==> src/sotf_regs.vh <==
// constants for the start-up timeout supervisor
`ifndef SOTF_REGS_VH
`define SOTF_REGS_VH
`define SOTF_CMD_LIMIT 8'h62
`define SOTF_CMD_RESP 8'h63
`define SOTF_LIMIT_RST 7'h00
`define SOTF_RESP_SEL_RST 1'b1
`define SOTF_RESP_RETRY_RST 1'b1
`define SOTF_BIT_SEL 7
`define SOTF_BIT_RETRY 5
`define SOTF_CLK_NS 10
`define SOTF_MS_NS 1000000
`define SOTF_POST_RAMP_MS 4000
`define SOTF_RETRY_RISES 7
`endif

==> src/sotf_ctrl.v <==
// start-up timeout timer, limit and response command registers, fault response
`timescale 1ns/100ps
`include "sotf_regs.vh"
module sotf_ctrl #(
    parameter TICK_CYCLES = `SOTF_MS_NS / `SOTF_CLK_NS,
    parameter TICK_W = 17
) (
    input wire mclk,
    input wire rst_n,
    input wire cmd_valid,
    input wire cmd_write,
    input wire [7:0] cmd_code,
    input wire [15:0] cmd_wdata,
    input wire store_all,
    input wire restore_all,
    input wire clear_faults,
    input wire off_cmd,
    input wire softstart_begin,
    input wire ramp_end,
    input wire [6:0] rise_time_ms,
    input wire vout_above_uv,
    input wire loop_slave,
    input wire startup_alert_mask,
    output reg rsp_valid,
    output reg rsp_nack,
    output reg [15:0] rsp_rdata,
    output reg startup_timeout_flag,
    output reg output_voltage_fault_flag,
    output reg other_fault_flag,
    output reg cml_fault_flag,
    output reg invalid_data_flag,
    output reg invalid_command_fault,
    output reg alert_n,
    output reg power_enable,
    output reg retry_request
);
    // timer states
    localparam ST_IDLE = 3'd0;
    localparam ST_RAMP = 3'd1;
    localparam ST_POST = 3'd2;
    localparam ST_OFF = 3'd3;
    localparam ST_WAIT = 3'd4;
    localparam [11:0] POST_MS = `SOTF_POST_RAMP_MS;
    localparam [11:0] RETRY_RISES = `SOTF_RETRY_RISES; // rise times waited before a retry

    reg [6:0] limit_mant; // programmable mantissa of the limit
    reg response_select; // shutdown when set
    reg retry_setting; // one bit stands for all three retry bits
    reg nv_select; // nonvolatile copy of the select bit
    reg nv_retry; // nonvolatile copy of retry bit 5
    reg [2:0] state; // timer state
    reg [11:0] ms_cnt; // elapsed milliseconds
    reg [TICK_W-1:0] div_cnt; // clock divider for the ms tick
    reg ramp_done; // rise phase has ended
    reg slave_s1, slave_s2; // loop slave strap synchroniser
    reg uv_s1, uv_s2; // undervoltage comparator synchroniser

    // bucket table: mantissa mapped to the effective limit of its bucket, rounded up or down
    function [6:0] sotf_bucket;
        input [6:0] m;
        begin
            if (m <= 7'd6) sotf_bucket = m;
            else if (m <= 7'd9) sotf_bucket = 7'd7;
            else if (m <= 7'd12) sotf_bucket = 7'd10;
            else if (m <= 7'd17) sotf_bucket = 7'd14;
            else if (m <= 7'd22) sotf_bucket = 7'd19;
            else if (m <= 7'd32) sotf_bucket = 7'd27;
            else if (m <= 7'd44) sotf_bucket = 7'd37;
            else if (m <= 7'd62) sotf_bucket = 7'd52;
            else if (m <= 7'd86) sotf_bucket = 7'd72;
            else sotf_bucket = 7'd100;
        end
    endfunction

    wire [6:0] limit_eff = sotf_bucket(limit_mant);
    wire limit_on = (limit_eff != 7'd0);
    wire limit_hit = limit_on && (ms_cnt >= {5'h00, limit_eff});
    wire tick = (div_cnt == TICK_CYCLES - 1);
    wire [6:0] rise_eff = (rise_time_ms == 7'd0) ? 7'd1 : rise_time_ms;
    wire [11:0] wait_ms = {5'h00, rise_eff} * RETRY_RISES;
    wire [11:0] wait_target = wait_ms;
    wire hit_reg = (cmd_code == `SOTF_CMD_LIMIT) || (cmd_code == `SOTF_CMD_RESP);
    wire locked = cmd_valid && hit_reg && slave_s2;
    wire wr_ok = cmd_valid && cmd_write && hit_reg && !slave_s2;
    wire retry_bad = (cmd_wdata[5:3] != 3'b000) && (cmd_wdata[5:3] != 3'b111);
    wire resp_reject = wr_ok && (cmd_code == `SOTF_CMD_RESP) && retry_bad;

    // fault detection and next state
    reg fault_evt;
    reg [2:0] next_state;
    reg [11:0] next_cnt;
    reg next_ramp_done;
    reg next_power;
    reg next_retry;
    always @* begin
        fault_evt = 1'b0;
        next_state = state;
        next_cnt = ms_cnt;
        next_ramp_done = ramp_done;
        next_power = power_enable;
        next_retry = 1'b0;
        if (tick && ms_cnt != 12'hfff) begin
            next_cnt = ms_cnt + 12'h001;
        end
        case (state)
            ST_IDLE: begin
                // wait for a soft start
                if (softstart_begin) begin
                    next_state = ST_RAMP;
                    next_cnt = 12'h000;
                    next_ramp_done = 1'b0;
                end
            end
            ST_RAMP: begin
                // counting during the rise
                if (uv_s2) begin
                    next_state = ST_IDLE;
                end else if (ramp_end && limit_hit) begin
                    next_state = ST_POST;
                    next_cnt = 12'h000;
                end else if (ramp_end) begin
                    next_ramp_done = 1'b1;
                end else if (ramp_done && limit_hit) begin
                    fault_evt = 1'b1;
                end
            end
            ST_POST: begin
                // grace period after the limit and the rise expire
                if (uv_s2) begin
                    next_state = ST_IDLE;
                end else if (tick && ms_cnt == POST_MS - 12'h001) begin
                    fault_evt = 1'b1;
                end
            end
            ST_OFF: begin
                // latched off until faults are cleared or an off command arrives
                if (clear_faults) begin
                    next_state = ST_IDLE;
                    next_power = 1'b1;
                end
            end
            ST_WAIT: begin
                // seven rise times before the retry
                if (tick && next_cnt >= wait_target) begin
                    next_state = ST_IDLE;
                    next_power = 1'b1;
                    next_retry = 1'b1;
                end
            end
            default: begin
                next_state = ST_IDLE;
            end
        endcase
        if (fault_evt) begin
            next_cnt = 12'h000;
            if (response_select && retry_setting) begin
                next_state = ST_WAIT;
                next_power = 1'b0;
            end else if (response_select) begin
                next_state = ST_OFF;
                next_power = 1'b0;
            end else begin
                next_state = ST_IDLE;
            end
        end
        if (off_cmd) begin
            next_state = ST_IDLE;
            next_power = 1'b1;
            next_retry = 1'b0;
        end
    end

    // input synchronisers
    always @(posedge mclk or negedge rst_n) begin
        if (!rst_n) begin
            slave_s1 <= 1'b0;
            slave_s2 <= 1'b0;
            uv_s1 <= 1'b0;
            uv_s2 <= 1'b0;
        end else begin
            slave_s1 <= loop_slave;
            slave_s2 <= slave_s1;
            uv_s1 <= vout_above_uv;
            uv_s2 <= uv_s1;
        end
    end

    // millisecond divider, restarted at ramp start
    always @(posedge mclk or negedge rst_n) begin
        if (!rst_n) begin
            div_cnt <= {TICK_W{1'b0}};
        end else if ((state == ST_IDLE && softstart_begin) || tick) begin
            div_cnt <= {TICK_W{1'b0}};
        end else begin
            div_cnt <= div_cnt + {{(TICK_W-1){1'b0}}, 1'b1};
        end
    end

    // timer state registers
    always @(posedge mclk or negedge rst_n) begin
        if (!rst_n) begin
            state <= ST_IDLE;
            ms_cnt <= 12'h000;
            ramp_done <= 1'b0;
            power_enable <= 1'b1;
            retry_request <= 1'b0;
        end else begin
            state <= next_state;
            ms_cnt <= next_cnt;
            ramp_done <= next_ramp_done;
            power_enable <= next_power;
            retry_request <= next_retry;
        end
    end

    // command registers and nonvolatile copies
    always @(posedge mclk or negedge rst_n) begin
        if (!rst_n) begin
            limit_mant <= `SOTF_LIMIT_RST;
            response_select <= `SOTF_RESP_SEL_RST;
            retry_setting <= `SOTF_RESP_RETRY_RST;
            nv_select <= `SOTF_RESP_SEL_RST;
            nv_retry <= `SOTF_RESP_RETRY_RST;
        end else begin
            if (wr_ok && cmd_code == `SOTF_CMD_LIMIT) begin
                limit_mant <= cmd_wdata[6:0];
            end else if (restore_all) begin
                limit_mant <= `SOTF_LIMIT_RST;
            end
            if (wr_ok && cmd_code == `SOTF_CMD_RESP) begin
                response_select <= cmd_wdata[`SOTF_BIT_SEL];
                if (!retry_bad) begin
                    retry_setting <= cmd_wdata[`SOTF_BIT_RETRY];
                end
            end else if (restore_all) begin
                response_select <= nv_select;
                retry_setting <= nv_retry;
            end
            if (store_all) begin
                nv_select <= response_select;
                nv_retry <= retry_setting;
            end
        end
    end

    // command answers, one cycle after the request
    always @(posedge mclk or negedge rst_n) begin
        if (!rst_n) begin
            rsp_valid <= 1'b0;
            rsp_nack <= 1'b0;
            rsp_rdata <= 16'h0000;
        end else begin
            rsp_valid <= cmd_valid;
            rsp_nack <= cmd_valid && (!hit_reg || slave_s2);
            if (cmd_valid && !cmd_write && !slave_s2 && cmd_code == `SOTF_CMD_LIMIT) begin
                rsp_rdata <= {9'h000, limit_mant};
            end else if (cmd_valid && !cmd_write && !slave_s2 && cmd_code == `SOTF_CMD_RESP) begin
                rsp_rdata <= {8'h00, response_select, 1'b0, {6{retry_setting}}};
            end else begin
                rsp_rdata <= 16'h0000;
            end
        end
    end

    // sticky status flags, a set beats a clear
    always @(posedge mclk or negedge rst_n) begin
        if (!rst_n) begin
            startup_timeout_flag <= 1'b0;
            output_voltage_fault_flag <= 1'b0;
            other_fault_flag <= 1'b0;
            cml_fault_flag <= 1'b0;
            invalid_data_flag <= 1'b0;
            invalid_command_fault <= 1'b0;
        end else begin
            startup_timeout_flag <= (startup_timeout_flag && !clear_faults) || fault_evt;
            output_voltage_fault_flag <= (output_voltage_fault_flag && !clear_faults) || fault_evt;
            other_fault_flag <= (other_fault_flag && !clear_faults) || fault_evt;
            cml_fault_flag <= (cml_fault_flag && !clear_faults) || resp_reject;
            invalid_data_flag <= (invalid_data_flag && !clear_faults) || resp_reject;
            invalid_command_fault <= (invalid_command_fault && !clear_faults) || locked;
        end
    end

    // alert line, low while any unmasked fault is pending
    always @(posedge mclk or negedge rst_n) begin
        if (!rst_n) begin
            alert_n <= 1'b1;
        end else begin
            alert_n <= !((fault_evt && !startup_alert_mask) || resp_reject || locked ||
                (startup_timeout_flag && !startup_alert_mask && !clear_faults) ||
                ((cml_fault_flag || invalid_command_fault) && !clear_faults));
        end
    end
endmodule

==> config.mk <==
export PLATFORM = sky130hd
export DESIGN_NAME = sotf_ctrl
export DESIGN_NICKNAME = d
export VERILOG_FILES = /design/src/sotf_ctrl.v
export VERILOG_INCLUDE_DIRS = /design/src
export SDC_FILE = /design/constraint.sdc
export NUM_CORES = 1
export LEC_CHECK = 0
export BUFFER_PORTS_ARGS = -buffer_cell sky130_fd_sc_hd__buf_2
export CORE_MARGIN = 4
export CORE_UTILIZATION = 50
export DETAILED_ROUTE_END_ITERATION = 10
export PLACE_DENSITY = 0.72
export SKIP_CTS_REPAIR_TIMING = 1
export SYNTH_ARGS = -nofsm -noshare
export SYNTH_HDL_FRONTEND = slang
export SYNTH_SLANG_ARGS = --single-unit
==> constraint.sdc <==
create_clock -name mclk -period 5.18 [get_ports mclk]
set_input_delay 0.518 -clock mclk [delete_from_list [all_inputs] [get_ports mclk]]
set_output_delay 0.518 -clock mclk [all_outputs]
set_load 0.005 [all_outputs]
==> results.yml, run 1 <==
status:
  status: "finished, final reports clean"
timing:
  finalSetupViolCount: 0
  finalSetupTns_ps: 0
  relSlewSlack: 0.314
  drv_slew: 0
  rsz0062_at_grt: "no"
  clock_skew_ps: 8.63
  max_freq_mhz: 229
  hold_violations: 0
  finalCritPeriodShare: 0.844
  layout_min_cycle_time_ps: 4370
  whs_ps: 273
  worst_pin_slew_ps: 1020
final_layout:
  utilization: 0.589
  final_layout_size_suffix_gt1_frac: 0.185
  fillers: 756
  layout.nets: 591
  diodes: 0
  areaGrowthSynthToFinish_pct: 13.5
logic_synthesis:
  mappedNetlistArea_um2: 4290
  yosys-top-cells-area: "dfrtp_1, ha_1, dfstp_2"
  synth_edf_count: 0
  ys.flop_type: "dfrtp_1"
  yosys.area.top_type: "dfrtp_1"
  synth-async-reset-ratio: 1.00
  yosysMostFrequentCell: "dfrtp_1"
  yosys.area.top_type_share: 0.356
  syn_avg_cell_area_um2: 9.26
  ys_types: 59
  synth_cells: 463
  synth_seq_cells: 67
  synth_seq_area_share: 0.393
  ys_warn_count: 0
  ys_top_cells_by_count: "dfrtp_1, nor2_1, inv_1, ha_1, nand2_1"
worst_setup_path:
  end_kind: "flop"
  worstSetupPathType: "in -> reg"
  worst_ep_arrival_time_ps: 4600
  reg2regPathDepth: 13
  reg2reg_slack_ps: 1100
  required_ps: 5410
  crit_fanout: 4
  worstSetupStartpointType: "input pin"
detailed_routing:
  drtAntennaViolNets: 0
  drt_iter0_drc: 181
  num_vias: 3474
  via_per_inst: 5.57
  routedWlPerCell_um: 14.5
  drt-total-wl_mm: 9.04
  drc: 0
  first_pass_iters: 5
clock_tree:
  h-tree-depth: 3
  clockBufferDepth: 2
  cts_buffers: 9
  insertion_delay_ps: 350
  path_clk_slew_ps: 80
  cts_num_sinks: 67
  cts_root_buf: "clkbuf_8"
  cts_tree: "done"
die:
  io_pins: 71
  dieHeight_um: 101
  die_area_um2: 10100
  num_rows: 33
  start_util: 0.519
  die_w_um: 101
  fp.coreArea_um2: 8260
global_route:
  grt_pass1_vias: 3404
  grt_first_pass_wirelength_mm: 15.6
  gr-total-overflow: 0
  antenna_found_initial: 0
  grt_max_degree: 68
  grtUsageTotal: 0.190
placed_design:
  port_buffers: 54
  globalplace.congestion: 0.841
  hpwl_mm: 6.77
min_path:
  hold_path_class: "in -> reg"
  min_path_cells: 1
power_and_ir_drop:
  powerDensity_nw_per_um2: 274
  p_leak_nw: 2.35
  irDropWorstVdd_mv: 0.167
run:
  cap_violations: 0
[flip-flops by register name, summed over array words and instances (netlist names), 3 cells and up]
name / cells
div_cnt: 17
limit_mant: 7
ms_cnt: 12
rsp_rdata: 8
state: 3
[routing by layer]
layer / vias to the layer above / part of all wire / track usage
li1: 1716 / - / -
met1: 1670 / 0.45 / 0.260
met2: 81 / 0.50 / 0.304
met3: 7 / 0.047 / 0.0505
met4: 0 / 0.010 / 0.0415
met5: - / 0 / 0
[cell usage in the layout, fill, tap and decap left out, types with 9 or more instances in the layout]
cell type and n:
dfrtp_1 61, buf_2 54, nor2_1 33, inv_1 31, ha_1 30, nand2_1 29, o21ai_0 27, a21oi_1 24
nand3_1 22, xnor2_1 17, nor2b_1 15, nor3_1 13, a21o_1 12, xor2_1 11, nand2b_1 9, clkbuf_8 9
[worst paths after layout]
kind,end,from
worst max-delay path,state[0],rise_time_ms[2]
worst min-delay path,slave_s1,loop_slave
worst max register to register,state[0],div_cnt[6]
worst min register to register,uv_s2,uv_s1
max in group asynchronous,div_cnt[2],rst_n
min in group asynchronous,div_cnt[12],rst_n
[cell families after synthesis]
logic type / count (synthesis) / share of synthesized area
other cells: 1 / 0.000875
xor+xnor: 28 / 0.0572
flops: 67 / 0.393
mux: 11 / 0.0286
compound gates: 93 / 0.138
fa+ha+maj: 33 / 0.102
buf+inv: 54 / 0.0546
simple gates: 176 / 0.227
[report_power, final]
part	leakage [nW]	internal [W]	switching, W
combinational	1.34	0.0000912	0.000116
sequential	0.894	0.000554	0.0000350
clock	0.120	0.000324	0.000214
total	2.35	0.000969	0.000366
[critical path, stage by stage]
cell	delay (ps)
buf_2	130
inv_1	80
ha_1	150
nand4b_1	110
and2_1	200
mux2_2	270
ha_1	330
ha_1	310
a21o_1	150
a21oi_1	220
o21bai_1	100
a21oi_1	230
xor2_1	110
ha_1	310
nand4_1	90
a211o_1	280
a32oi_1	270
nor4_2	90
o311ai_2	300
mux2_1	360
[layout make-up]
cell class / count / area (um2) / share of cell area
flip-flops and latches: 67 / 1680 / 0.346
multi-input cells: 349 / 2400 / 0.493
well taps: 105 / 131 / 0.0270
clock inverters: 7 / 124 / 0.0255
repair buffers: 56 / 285 / 0.0586
inverters: 31 / 116 / 0.0239
clock buffers: 9 / 124 / 0.0255
[metrics by stage]
step | area (um2) | worst slack [ps] | instances | power (W)
final | 4860 | 809 | 624 | 0.00134
after global routing | 4860 | 508 | 624 | 0.00141
after CTS | 4860 | 795 | 624 | 0.00135
after detailed placement | 4620 | 435 | 608 | 0.000808
after global placement | 4620 | 527 | 608 | 0.000800
after floorplan | 4310 | 833 | 470 | 0.000747
(Power assumes the default switching activity.)
==> inputs of run 2 (changes only) <==
==> constraint.sdc (replaced) <==
create_clock -name mclk -period 4.35 [get_ports mclk]
set_input_delay 0.435 -clock mclk [delete_from_list [all_inputs] [get_ports mclk]]
set_output_delay 0.435 -clock mclk [all_outputs]
set_load 0.005 [all_outputs]
==> results.yml, run 2 (synthesis gave the netlist of run 1 again) <==
status:
  status: "finished, final reports clean"
worst_setup_path:
  critPathLaunch: "rise_time_ms[2]"
  worstSetupPathType: "in -> reg"
  end_kind: "flop"
  reg2reg_from: "div_cnt[6]"
  crit_fanout: 2
  required_ps: 4590
  worstSetupStartpointType: "input pin"
  worst_ep_arrival_time_ps: 4320
detailed_routing:
  routedWlPerCell_um: 14.1
  drt-total-wl_mm: 8.98
  first_pass_iters: 4
  num_vias: 3523
  drtAntennaViolNets: 0
  via_per_inst: 5.52
  drc: 0
  drt_iter0_drc: 113
die:
  io_pins: 71
  start_util: 0.519
  fp.coreArea_um2: 8260
  num_rows: 33
  die_area_um2: 10100
  die_w_um: 101
  dieHeight_um: 101
global_route:
  grt_pass1_vias: 3566
  grt_first_pass_wirelength_mm: 15.6
  gr-total-overflow: 0
  antenna_found_initial: 0
  grt_max_degree: 37
  grtUsageTotal: 0.191
final_layout:
  seqCellArea_um2: 1680
  reg_top3: "div_cnt: 17 flops, ms_cnt: 12 flops, rsp_rdata: 8 flops"
  utilization: 0.599
  final_common_cell: "dfrtp_1"
  final_layout_size_suffix_gt1_frac: 0.216
  diodes: 0
  layout.nets: 605
  fillers: 750
  layout_common_cells: "dfrtp_1, buf_2, nor2_1, inv_1, ha_1"
  areaGrowthSynthToFinish_pct: 15.4
  largest_register: "div_cnt"
  multi_input_area_um2: 2420
  largest_reg_flops: 17
  stdcell_area_um2: 4950
clock_tree:
  h-tree-depth: 3
  cts_root_buf: "clkbuf_8"
  clockBufferDepth: 2
  cts_buffers: 9
  insertion_delay_ps: 360
  path_clk_slew_ps: 70
  cts_tree: "done"
  cts_num_sinks: 67
timing:
  drv_slew: 0
  layout_min_cycle_time_ps: 4080
  finalSetupViolCount: 0
  finalCritPeriodShare: 0.938
  relSlewSlack: 0.276
  hold_violations: 0
  max_freq_mhz: 245
  clock_skew_ps: 8.32
  whs_ps: 139
  worst_pin_slew_ps: 1080
  rsz0062_at_grt: "no"
run:
  cap_violations: 0
placed_design:
  globalplace.congestion: 0.846
  port_buffers: 54
  dpl-instance-area_um2: 4720
  hpwl_mm: 6.87
power_and_ir_drop:
  p_leak_nw: 2.40
  total_power_w: 0.00149
  irDropWorstVdd_mv: 0.252
  powerDensity_nw_per_um2: 302
min_path:
  hold_path_class: "in -> async"
run 2: changes by cell type in the layout (fill, tap and decap cells not counted):
| cell | before | now |
|---|---|---|
| a32oi_1 | 1 | 0 |
| inv_6 | 2 | 0 |
| buf_4 | 2 | 16 |
| a21oi_1 | 24 | 20 |
| clkinv_4 | 1 | 3 |
| bufinv_16 | 3 | 1 |
| clkinvlp_4 | 1 | 3 |
| a21oi_2 | 1 | 5 |
| a32oi_2 | 0 | 1 |
run 2: cell type report:
type,count,area share
Clock buffer,9,0.0250
Clock inverter,7,0.0159
Inverter,31,0.0235
Multi-Input combinational cell,349,0.490
Sequential cell,67,0.340
Tap cell,105,0.0266
Timing Repair Buffer,70,0.0789
run 2: path summary, 6_finish.rpt:
kind | cells past startpoint | to | slack [ps]
max | 19 | state[0] | 270
min | 1 | div_cnt[15] | 140
max reg2reg | 13 | state[0] | 390
min reg2reg | 0 | uv_s2 | 350
max in group asynchronous | 2 | power_enable | 3250
min in group mclk | 1 | slave_s1 | 180
run 2: per-layer routing:
metal	up-vias	wire (um)	GRT usage
met5	-	0	0
met1	1691	4140	0.248
met4	0	116	0.0446
li1	1743	-	-
met2	79	4320	0.318
met3	10	407	0.0505
run 2: power by group:
| part | leakage, nW | total, W | switching, W | internal, W |
|---|---|---|---|---|
| Clock | 0.0916 | 0.000519 | 0.000253 | 0.000267 |
| Combinational | 1.41 | 0.000271 | 0.000146 | 0.000125 |
| Sequential | 0.894 | 0.000702 | 0.0000410 | 0.000661 |
run 2: through the flow:
stage	setup TNS, ps	setup WS (ps)	std cells
floorplan	0	85.6	470
global placement	-170	-85.6	622
detailed placement	-392	-201	622
CTS	0	169	638
global route	0	17.5	638
finish	0	269	638
run 2: worst max-delay path: stages:
cell and delay (ps):
buf_2 100, inv_1 70, ha_1 140, nand4b_1 120, and2_1 190, mux2_2 260, ha_1 300, buf_4 150
fa_1 430, a21o_1 180, a21oi_2 170, xnor2_1 80, ha_1 290, nand4_1 80, a211o_1 290, a32oi_2 240
nor4_2 80, o311ai_2 330, mux2_1 360
==> inputs of run 3 (changes only) <==
--- a/config.mk
+++ b/config.mk
@@ -6,11 +6,10 @@
 export SDC_FILE = /design/constraint.sdc
 export NUM_CORES = 1
 export LEC_CHECK = 0
-export BUFFER_PORTS_ARGS = -buffer_cell sky130_fd_sc_hd__buf_2
 export CORE_MARGIN = 4
 export CORE_UTILIZATION = 50
 export DETAILED_ROUTE_END_ITERATION = 10
-export PLACE_DENSITY = 0.72
+export DONT_BUFFER_PORTS = 1
 export SKIP_CTS_REPAIR_TIMING = 1
 export SYNTH_ARGS = -nofsm -noshare
 export SYNTH_HDL_FRONTEND = slang
==> results.yml, run 3 (synthesis gave the netlist of run 1 again) <==
status:
  status: "finished, final reports clean"
min_path:
  hold_path_class: "in -> reg"
  min_path_cells: 0
  min-delay-start: "loop_slave"
  hold_end: "slave_s1"
clock_tree:
  cts_root_buf: "clkbuf_8"
  h-tree-depth: 3
  clockBufferDepth: 2
  path_clk_slew_ps: 80
  cts_tree: "done"
  insertion_delay_ps: 350
  cts_buffers: 9
  cts_num_sinks: 67
detailed_routing:
  drc: 0
  routedWlPerCell_um: 15.0
  via_per_inst: 5.67
  drt-total-wl_mm: 8.69
  drtAntennaViolNets: 0
  drt_iter0_drc: 132
  first_pass_iters: 5
  num_vias: 3279
power_and_ir_drop:
  irDropWorstVdd_mv: 0.180
  powerDensity_nw_per_um2: 325
  p_leak_nw: 2.15
timing:
  whs_ps: 118
  rsz0062_at_grt: "no"
  layout_min_cycle_time_ps: 4020
  max_freq_mhz: 249
  finalCritPeriodShare: 0.925
  finalSetupViolCount: 0
  drv_slew: 0
  worst_pin_slew_ps: 1060
  finalSetupTns_ps: 0
  clock_skew_ps: 12.9
  relSlewSlack: 0.285
  hold_violations: 0
die:
  start_util: 0.519
  die_w_um: 101
  io_pins: 71
  num_rows: 33
  fp.coreArea_um2: 8260
  dieHeight_um: 101
  die_area_um2: 10100
final_layout:
  areaGrowthSynthToFinish_pct: 8.61
  layout.nets: 545
  largest_reg_flops: 17
  utilization: 0.564
  fillers: 746
  finalNonFillerCells: 578
  layout_common_cells: "dfrtp_1, nor2_1, inv_1, ha_1, nand2_1"
  diodes: 0
  largest_register: "div_cnt"
  final_layout_size_suffix_gt1_frac: 0.104
  reg_top3: "div_cnt: 17 flops, ms_cnt: 12 flops, rsp_rdata: 8 flops"
  final_common_cell: "dfrtp_1"
worst_setup_path:
  critical_path.cell_chain: "inv_1 > ha_1 > nand4b_1 > and2_1 > mux2_2 > ha_1 > ha_1 > a21o_1 > a21oi_1 > o21bai_1 > a21oi_1 > xor2_1 > ha_1 > nand4_1 > a211o_1 > a32oi_2 > nor4_2 > o311ai_2 > mux2_1"
  reg2reg_from: "div_cnt[6]"
  max_stage_delay_ps: 360
  reg2regPathDepth: 13
  worstSetupStartpointType: "input pin"
  required_ps: 4580
  crit_fanout: 4
  reg2reg_slack_ps: 400
  worst_ep_arrival_time_ps: 4250
  end_kind: "flop"
  crit_path_top_delay_cell: "mux2_1"
  path_common_cell: "ha_1"
  r2r_end: "state[0]"
  worstSetupPathType: "in -> reg"
placed_design:
  port_buffers: 0
  hpwl_mm: 6.52
  place_inst: 560
  globalplace.congestion: 0.785
global_route:
  grt_first_pass_wirelength_mm: 14.9
  grt_max_degree: 68
  grt_pass1_vias: 3202
  gr-total-overflow: 0
  grtUsageTotal: 0.183
  antenna_found_initial: 0
run:
  cap_violations: 0
-- run 3: changes by cell type in the layout (fill, tap and decap cells not counted), moves of 2 or more --
cell,change
a21oi_1,+4
a21oi_2,-4
clkinv_4,-2
buf_4,-8
buf_2,-54
clkinvlp_4,-2
-- run 3: cell type report --
cell class,count,area [um2],area share
inverters,31,116,0.0250
clock buffers,10,128,0.0274
flip-flops and latches,67,1680,0.362
multi-input cells,349,2410,0.517
repair buffers,10,97.6,0.0210
clock inverters,6,90.1,0.0194
well taps,105,131,0.0282
-- run 3: metal layers --
metal	vias up	share of wire	global-route usage
met5	-	0	0
met4	0	0.012	0.0694
met3	11	0.053	0.0471
met2	67	0.46	0.271
met1	1577	0.47	0.258
li1	1624	-	-
-- run 3: report_power, final --
| group | total, W | internal (W) | switching, W |
|---|---|---|---|
| Sequential | 0.000701 | 0.000660 | 0.0000403 |
| Clock | 0.000573 | 0.000325 | 0.000248 |
| Combinational | 0.000238 | 0.000108 | 0.000130 |
| Total | 0.00151 | 0.00109 | 0.000418 |
-- run 3: critical path: cells and delay by family --
kind / cells / cell delay (ps)
AND/OR/NAND/NOR: 4 / 470
adder cells (fa/ha/maj): 4 / 1060
AO/OA/AOI/OAI: 7 / 1480
buffers and inverters: 1 / 60
multiplexers: 2 / 620
XOR/XNOR: 1 / 100
-- run 3: metrics by stage --
| stage | area (um2) | setup slack [ps] | power [W] |
|---|---|---|---|
| floorplan | 4310 | 85.6 | 0.000890 |
| global placement | 4390 | -23.6 | 0.000928 |
| detailed placement | 4390 | -91.4 | 0.000936 |
| CTS | 4610 | 259 | 0.00152 |
| global route | 4650 | 28.3 | 0.00160 |
| finish | 4650 | 328 | 0.00151 |
-- run 3: how the worst max path moves through the flow --
stage | endpoint | depth (start not counted) | slack (ps) | start
after global routing | state[0] | 19 | 30 | rise_time_ms[5]
after global placement | state[1] | 19 | -20 | rise_time_ms[5]
after floorplan | state[0] | 19 | 90 | rise_time_ms[2]
after detailed placement | state[0] | 19 | -90 | rise_time_ms[5]
after CTS | state[0] | 19 | 260 | rise_time_ms[5]
final | state[0] | 19 | 330 | rise_time_ms[5]
